**src/etmc_consts.vh**
```
`ifndef ETMC_CONSTS_VH
`define ETMC_CONSTS_VH
// register map
`define ETMC_ADDR_W          16
`define ETMC_TMC_ADDR        16'hFF6B
`define ETMC_CMP_ADDR        16'hFF6C
`define ETMC_CNT_ADDR        16'hFF6D
`define ETMC_TMC_RESET       8'h00
`define ETMC_CMP_RESET       8'h00
// control field positions
`define ETMC_BIT_RUN         7
`define ETMC_BIT_MODE        6
`define ETMC_BIT_FF_SET      3
`define ETMC_BIT_FF_CLR      2
`define ETMC_BIT_INV         1
`define ETMC_BIT_OE          0
// readable bits of the control register
`define ETMC_TMC_RD_MASK     8'hC3
`endif

```
**src/etmc_timer.v**
```verilog
`timescale 1ns/1ns
`include "etmc_consts.vh"
// Function
// run 0 clears and stops; 1 counts
// mode 0 clear-on-match, 1 PWM
// set/clear field: 00 hold, 01 clear, 10 set
// set/clear ignored in PWM mode
// invert enables toggle; in PWM selects polarity
// output enable 0 forces pin low
// software configures in four ordered writes
// no other bit changes while running
// set/clear bits read back zero
// software writes zero to bits 4, 5
// PWM stop forces inactive output level
// control changes reach pin while stopped
// control register at FF6B, reset 00
// match clears counter, toggles if enabled
// PWM wraps, active until compare match
module etmc_timer #(
    parameter W   = 8,
    parameter DIV = 1
) (
    // clock, reset, clock enable
    input  wire                    clk_i,
    input  wire                    rst_b_i,
    input  wire                    ce_i,
    // register port
    input  wire [`ETMC_ADDR_W-1:0] addr_i,
    input  wire [7:0]              wdata_i,
    input  wire                    wr_i,
    input  wire                    rd_i,
    output reg  [7:0]              rdata_o,
    // timer output
    output reg                     timer_output_pin_o,
    output wire                    match_o
);
    reg  [7:0]   timer_mode_control;
    reg  [W-1:0] compare_value;
    reg          out_ff;
    reg          pwm_active;
    wire [W-1:0] counter_value;
    wire         tick;
    wire         cnt_match;
    wire         cnt_wrap;

    wire count_run_bit          = timer_mode_control[`ETMC_BIT_RUN];
    wire mode_select_bit        = timer_mode_control[`ETMC_BIT_MODE];
    wire invert_or_polarity_bit = timer_mode_control[`ETMC_BIT_INV];
    wire output_enable_bit      = timer_mode_control[`ETMC_BIT_OE];
    wire out_flipflop_set       = wdata_i[`ETMC_BIT_FF_SET];
    wire out_flipflop_clear     = wdata_i[`ETMC_BIT_FF_CLR];
    wire tmc_wr                 = wr_i && (addr_i == `ETMC_TMC_ADDR);

    assign match_o = cnt_match && tick;

    etmc_prescaler #(
        .DIV (DIV)
    ) u_pre (
        .clk_i   (clk_i),
        .rst_b_i (rst_b_i),
        .ce_i    (ce_i),
        .run_i   (count_run_bit),
        .tick_o  (tick)
    );

    etmc_counter #(
        .W (W)
    ) u_cnt (
        .clk_i   (clk_i),
        .rst_b_i (rst_b_i),
        .ce_i    (ce_i),
        .run_i   (count_run_bit),
        .tick_i  (tick),
        .pwm_i   (mode_select_bit),
        .cmp_i   (compare_value),
        .cnt_o   (counter_value),
        .match_o (cnt_match),
        .wrap_o  (cnt_wrap)
    );

    // register writes; set/clear bits are strobes and never stored
    always @(posedge clk_i) begin
        if (!rst_b_i) begin
            timer_mode_control <= `ETMC_TMC_RESET;
            compare_value      <= {W{1'b0}};
        end else if (ce_i && wr_i) begin
            if (addr_i == `ETMC_TMC_ADDR) begin
                // bits 4,5 are kept zero even if software breaks the convention
                timer_mode_control <= wdata_i & `ETMC_TMC_RD_MASK;
            end
            if (addr_i == `ETMC_CMP_ADDR) begin
                compare_value <= wdata_i[W-1:0];
            end
        end
    end

    // output flip-flop for clear-and-start mode
    always @(posedge clk_i) begin
        if (!rst_b_i) begin
            out_ff <= 1'b0;
        end else if (ce_i) begin
            if (tmc_wr && !wdata_i[`ETMC_BIT_MODE] && (out_flipflop_set ^ out_flipflop_clear)) begin
                // a forced level beats a toggle; a plain write never eats one
                case ({out_flipflop_set, out_flipflop_clear})
                    2'b01:   out_ff <= 1'b0;
                    2'b10:   out_ff <= 1'b1;
                    default: out_ff <= out_ff;
                endcase
            end else if (!mode_select_bit && count_run_bit && tick && cnt_match
                         && invert_or_polarity_bit) begin
                out_ff <= ~out_ff;
            end
        end
    end

    // pwm phase: active from wrap until compare match
    always @(posedge clk_i) begin
        if (!rst_b_i) begin
            pwm_active <= 1'b0;
        end else if (ce_i) begin
            if (!count_run_bit || !mode_select_bit) begin
                pwm_active <= 1'b0;
            end else if (tick) begin
                if (cnt_wrap) begin
                    pwm_active <= 1'b1;
                end else if (cnt_match) begin
                    pwm_active <= 1'b0;
                end
            end
        end
    end

    // pin level, recomputed every cycle so stopped-state changes show too
    always @(posedge clk_i) begin
        if (!rst_b_i) begin
            timer_output_pin_o <= 1'b0;
        end else if (ce_i) begin
            if (!output_enable_bit) begin
                timer_output_pin_o <= 1'b0;
            end else if (mode_select_bit) begin
                timer_output_pin_o <= pwm_active ^ invert_or_polarity_bit;
            end else begin
                timer_output_pin_o <= out_ff;
            end
        end
    end

    // read port, data one cycle after the strobe; unmapped reads zero
    always @(posedge clk_i) begin
        if (!rst_b_i) begin
            rdata_o <= 8'h00;
        end else if (ce_i) begin
            if (rd_i && addr_i == `ETMC_TMC_ADDR) begin
                rdata_o <= timer_mode_control & `ETMC_TMC_RD_MASK;
            end else if (rd_i && addr_i == `ETMC_CMP_ADDR) begin
                rdata_o <= compare_value;
            end else if (rd_i && addr_i == `ETMC_CNT_ADDR) begin
                rdata_o <= counter_value;
            end else begin
                rdata_o <= 8'h00;
            end
        end
    end
endmodule

```
**src/etmc_counter.v**
```verilog
`timescale 1ns/1ns
// 8-bit up counter with clear, match and wrap flags
module etmc_counter #(
    parameter W = 8
) (
    // clock and reset
    input  wire         clk_i,
    input  wire         rst_b_i,
    input  wire         ce_i,
    // control
    input  wire         run_i,
    input  wire         tick_i,
    input  wire         pwm_i,
    input  wire [W-1:0] cmp_i,
    // status
    output reg  [W-1:0] cnt_o,
    output wire         match_o,
    output wire         wrap_o
);
    assign match_o = (cnt_o == cmp_i);
    assign wrap_o  = (cnt_o == {W{1'b1}});

    // count, clear on match in clear-and-start mode, hold cleared when stopped
    always @(posedge clk_i) begin
        if (!rst_b_i) begin
            cnt_o <= {W{1'b0}};
        end else if (ce_i) begin
            if (!run_i) begin
                cnt_o <= {W{1'b0}};
            end else if (tick_i) begin
                if (!pwm_i && match_o) begin
                    cnt_o <= {W{1'b0}};
                end else begin
                    cnt_o <= cnt_o + {{(W-1){1'b0}}, 1'b1};
                end
            end
        end
    end
endmodule

```
**src/etmc_prescaler.v**
```verilog
`timescale 1ns/1ns
// count clock enable: one tick every DIV clock cycles
module etmc_prescaler #(
    parameter DIV = 1
) (
    // clock and reset
    input  wire clk_i,
    input  wire rst_b_i,
    input  wire ce_i,
    // control and tick
    input  wire run_i,
    output wire tick_o
);
    reg [15:0] div_cnt;

    // no tick while frozen, so match pulses never outrun the counter
    assign tick_o = ce_i && run_i && (div_cnt == DIV[15:0] - 16'h0001);

    // restart the divider whenever counting stops so phase is repeatable
    always @(posedge clk_i) begin
        if (!rst_b_i) begin
            div_cnt <= 16'h0000;
        end else if (ce_i) begin
            if (!run_i || tick_o) begin
                div_cnt <= 16'h0000;
            end else begin
                div_cnt <= div_cnt + 16'h0001;
            end
        end
    end
endmodule

```
**config.mk**
```make
export PLATFORM = sky130hd
export DESIGN_NAME = etmc_timer
export DESIGN_NICKNAME = d
export VERILOG_FILES = /design/src/etmc_timer.v /design/src/etmc_counter.v /design/src/etmc_prescaler.v
export VERILOG_INCLUDE_DIRS = /design/src /design/src/src
export SDC_FILE = /design/constraint.sdc
export NUM_CORES = 1
export LEC_CHECK = 0
export BUFFER_PORTS_ARGS = -buffer_cell sky130_fd_sc_hd__buf_2
export CAP_MARGIN = 10
export CORE_ASPECT_RATIO = 1.1
export CORE_MARGIN = 8
export CORE_UTILIZATION = 40
export CTS_BUF_LIST = sky130_fd_sc_hd__clkbuf_8
export DETAILED_ROUTE_END_ITERATION = 10
export PLACE_DENSITY = 0.59
export SETUP_SLACK_MARGIN = 0.2
export SLEW_MARGIN = 0
export SYNTH_ARGS = -nofsm -noshare
export SYNTH_HDL_FRONTEND = slang
export SYNTH_SLANG_ARGS = --single-unit
```
**constraint.sdc**
```tcl
create_clock -name clk_i -period 3.9 [get_ports clk_i]
set_input_delay 0.78 -clock clk_i [delete_from_list [all_inputs] [get_ports clk_i]]
set_output_delay 0.78 -clock clk_i [all_outputs]
set_load 0.02 [all_outputs]
```
After elaboration in Yosys (flattened, before gate mapping)
Cells that the tools add are included.

Multiplexer cells: 16. Reductions and logical operators: 29. Add/sub/neg operators: 2. Bitwise gates (word level): 3. Eq/ne operators: 9.

Operators by type and width (number): $eq A16 B16 Y1 const B (3); $mux W8 (6); $add A16 B1 Y16 const B (1); $logic_not A16 Y1 (1); $mux W16 (1); $logic_and A1 B1 Y1 (15); $add A8 B1 Y8 const B (1); $eq A8 B8 Y1 (1); $eq A8 B8 Y1 const B (1); $mux W1 (8); $reduce_and A2 Y1 (3); $reduce_and A3 Y1 (2); $reduce_bool A2 Y1 (2); $logic_not A1 Y1 (3); $ne A3 B1 Y1 const B (1); $reduce_bool A3 Y1 (1); $eq A2 B1 Y1 const B (1); $eq A2 B2 Y1 const B (1); $logic_or A1 B1 Y1 (2); $ne A2 B1 Y1 const B (1); $pmux W1 S2 (1); $xor A1 B1 Y1 (2); $not A1 Y1 (1).

Bits in registers: 47. Word-level logic and storage cells: 67.

Longest topological paths before layout
Word-level depth: 7. Mapped depth: 8.

Cells and area by module
A second synthesis with hierarchy kept.

Cell total of the unflattened synthesis: 278. Area, all modules: 2521.2 um2.

Modules (own cells, without submodules): etmc_timer (cells an instance 127, area an instance 1192.4 um2, times used 1); etmc_prescaler (cells an instance 92, area an instance 812.0 um2, times used 1); etmc_counter (cells an instance 59, area an instance 516.7 um2, times used 1).

Worst setup path before layout
No wires, ideal clock.

Path kind: in2out. From: input port ce_i. To: output port match_o. Arrival time: 1.382 ns. Stages on the path: 3. Slack: 1.738 ns. Cells stage by stage: nand3_1 and4b_2 and2_1.

Longest elaborated chain between the ends: 3.

RTL lines: start, declared (RTL line etmc_timer.v:26) `input wire ce_i,`; $logic_and A1 B1 Y1 (2 in a row) (RTL line etmc_prescaler.v:17) `assign tick_o = ce_i && run_i && (div_cnt == DIV[15:0] - 16'h0001);`; $logic_and A1 B1 Y1 (RTL line etmc_timer.v:54) `assign match_o = cnt_match && tick;`; end, declared (RTL line etmc_timer.v:35) `output wire match_o`.

Every way passes these cells.

Final worst setup path
Same ends and word-level chain as after synthesis.

==> metrics.cfg <==
[clocking]
cts_tree = done
htreeDepth = 2
clock_path_buffers = 2
cts_setup_buffers = 0
cts_resized = 0
cts_sinks = 47
cts-root-buf = clkbuf_8
numCtsBuffers = 5
cts_hold_buf = 0
cts.clk_slew.worst_paths_ns = 0.10
clk_latency_ns = 0.31

[critical_path]
r2r_end = u_cnt.cnt_o[2]$_SDFFE_PN0P_
crit_type = in -> out
cp_common_cell = buf_2
rrSetupSlack_ns = 1.86
required_ns = 3.12
path_delay_family = simple AND/OR/NAND/NOR gates
path_cells = buf_2 -> nand3_1 -> and4b_2 -> and2_1 -> buf_2
rr_startpoint = u_pre.div_cnt[0]$_SDFFE_PN0P_
end_kind = output port
critical_path_arrival_ns = 1.99
path_buf_inv = 2
critical_path.slowest_cell = and4b_2
cp-start-kind = primary input
reg2regPathDepth = 7
slowest_delay_ns = 0.37
path_max_fanout = 21

[global_routing]
grt_pass1_wl_microns = 10100
gr-total-overflow = 0
track_usage = 0.135
antenna_found_initial = 0
grt_pass1_vias = 2117
grt_max_degree = 22

[synthesis]
syn_area_sq_um = 2480
synthAdderAreaFrac = 0.0252
synth_largest_area_cell = dfxtp_1
ys_seq_elements = 47
synth_edf_count = 0
yosysSeqAreaShare = 0.379
synth_area_leaders = dfxtp_1 (38%), mux2i_1 (6.9%), xnor2_1 (4.9%)
synth_warnings = 0
synth_cell_types = 51
ys_async_sr_fraction = 0
synth_compound_area_frac = 0.142
avgSynthCellArea_sq_um = 8.90
syn_inst = 279
synth_top_area_share = 0.379
synth_top_family_by_area = simple AND/OR/NAND/NOR gates
synthXorXnorAreaFrac = 0.0811
synth_simple_gate_area_frac = 0.253
yosysMostFrequentCell = dfxtp_1
synth_common_cells = dfxtp_1 (47), nor2_1 (31), mux2i_1 (17)
yosys-mux-area-fraction = 0.0730
syn-num-nets = 313
yosys_most_used_dff = dfxtp_1

[finish]
finalNonFillerCells = 395
layout-drive-gt1-share = 0.187
fillCellCount = 639
antenna_cells = 0
nets = 348
syn_to_final_growth_pct = 13.8

[job]
drv_cap = 0

[power_and_ir_drop]
combPwrFrac = 0.064
pwr-share-clk = 0.370
p_leak_nw = 1.13
switching_share = 0.254
intPower_w = 0.000636
power_density_nw_per_um2 = 302
p_seq_frac = 0.567
p_sw_w = 0.000216
ir_drop_mv = 0.153

[routing]
ant_nets = 0
drc = 0
initialDrtViolationCount = 97
via_count = 2126
routedWlPerCell_microns = 14.8
drt_first_pass_iters = 4
via_per_inst = 5.38
wirelength_microns = 5860

[place]
place_inst = 387
dp_hpwl_microns = 4470
preCtsSetupSlack_ns = 1.12
port_buffers = 38
gp_congestion = 0.852

[run_status]
status = complete, no violations

[die]
core_area_sq_um = 6080
start_util = 0.408
die_area_sq_um = 8990
ios = 39
die_w_microns = 91.1
fp.dieH_microns = 98.6
rows = 30

[timing]
hold_viol_final = 0
fin_crit_ns = 2.77
final.setup.tns_ns = 0
relSlewSlack = 0.506
rsz0062_at_grt = no
tightest_slew_ns = 0.735
final.setup_skew_ns = 0.00441
setup_viol = 0
clock.fmax_mhz = 361
period_share = 0.710
layout_setup_ws_ns = 1.13
slew_viol_final = 0

[hold_path]
worstHoldStart = rdata_o[1]$_SDFFE_PN0P_
hp-class = reg -> reg
hold_depth = 2
hold_end = rdata_o[1]$_SDFFE_PN0P_

-- sequential cells by signal (all words and copies together) (netlist names) --
name,cells
compare_value,8
out_ff,1
pwm_active,1
u_cnt.cnt_o,8
rdata_o,8
timer_output_pin_o,1
timer_mode_control,4
u_pre.div_cnt,16
-- power groups by stage --
| stage | Sequential (W) | Clock (W) | Combinational (W) |
|---|---|---|---|
| after floorplan | 0.000496 | 0 | 0.0000276 |
| after global placement | 0.000494 | 0 | 0.0000544 |
| after detailed placement | 0.000494 | 0 | 0.0000552 |
| after CTS | 0.000483 | 0.000327 | 0.0000555 |
| after global routing | 0.000484 | 0.000344 | 0.0000605 |
| final | 0.000483 | 0.000315 | 0.0000543 |
-- metrics by stage --
step	utilization	hold WS [ns]	area, sq um	total power (W)
2_1_floorplan	-	0.470	2480	0.000524
3_3_place_gp	0.449	0.459	2730	0.000549
3_5_place_dp	0.449	0.456	2730	0.000550
4_1_cts	0.465	0.471	2830	0.000866
5_1_grt	0.465	0.494	2830	0.000888
6_report	0.465	0.471	2830	0.000853
-- cells in the final DEF, fill, tap and decap left out, types with 2 or more instances in the layout --
master     count
a21oi_1        8
a22o_1         3
a22oi_1        4
a31o_2         2
a31oi_1        2
and2_1         8
and3_1         3
and4_1         2
buf_2         38
clkbuf_8       5
dfxtp_1       47
ha_1           5
inv_1         16
mux2i_1       17
nand2_1       13
nand3_1       13
nand4_1       13
nor2_1        31
nor2b_1        6
nor3_1         3
nor3_2         2
nor4_1         4
o21ai_0        7
o2bb2ai_1      5
o32a_1         3
o32ai_1        2
o41ai_1        2
or3_1          5
xnor2_1       14
xor2_1         9
-- kinds of logic (layout without fill, tap and decap cells) --
family                     Yosys count  after routing
AOI/OAI and AO/OA                   47             47
xor gates and xnor gates            23             23
adders and majority gates            5              5
buffers and inverters               28             64
DFF                                 47             47
muxes                               18             18
and+or+nand+nor                    111            111
-- layout make-up --
cell class / count / area (sq um) / area share
Clock buffer: 5 / 68.8 / 0.0243
Sequential cell: 47 / 941 / 0.333
Clock inverter: 3 / 27.5 / 0.00974
Timing Repair Buffer: 39 / 198 / 0.0699
Multi-Input combinational cell: 204 / 1430 / 0.505
Inverter: 17 / 63.8 / 0.0226
Tap cell: 80 / 100 / 0.0354
-- tightest hold or removal path: cells and delay by family, from the launching register on --
family | cells | cell delay (ns)
DFF | 1 | 0.32
and+or+nand+nor | 1 | 0.06
AOI/OAI and AO/OA | 1 | 0.05
-- worst max-delay path by stage --
stage	cells past startpoint	end	start	slack, ns
after floorplan	3	match_o	ce_i	1.74
after global placement	5	match_o	ce_i	1.17
after detailed placement	5	match_o	ce_i	1.12
after CTS	5	match_o	ce_i	1.12
after global routing	5	match_o	ce_i	1.02
final	5	match_o	ce_i	1.13
-- per-layer routing --
metal / vias up / track usage / wire [microns]
met3: 7 / 0.0319 / 213
met2: 33 / 0.239 / 2950
met5: - / 0 / 0
met4: 0 / 0.0492 / 79
li1: 1085 / - / -
met1: 1001 / 0.154 / 2610
Note: power is estimated with default switching activity, not from simulation.
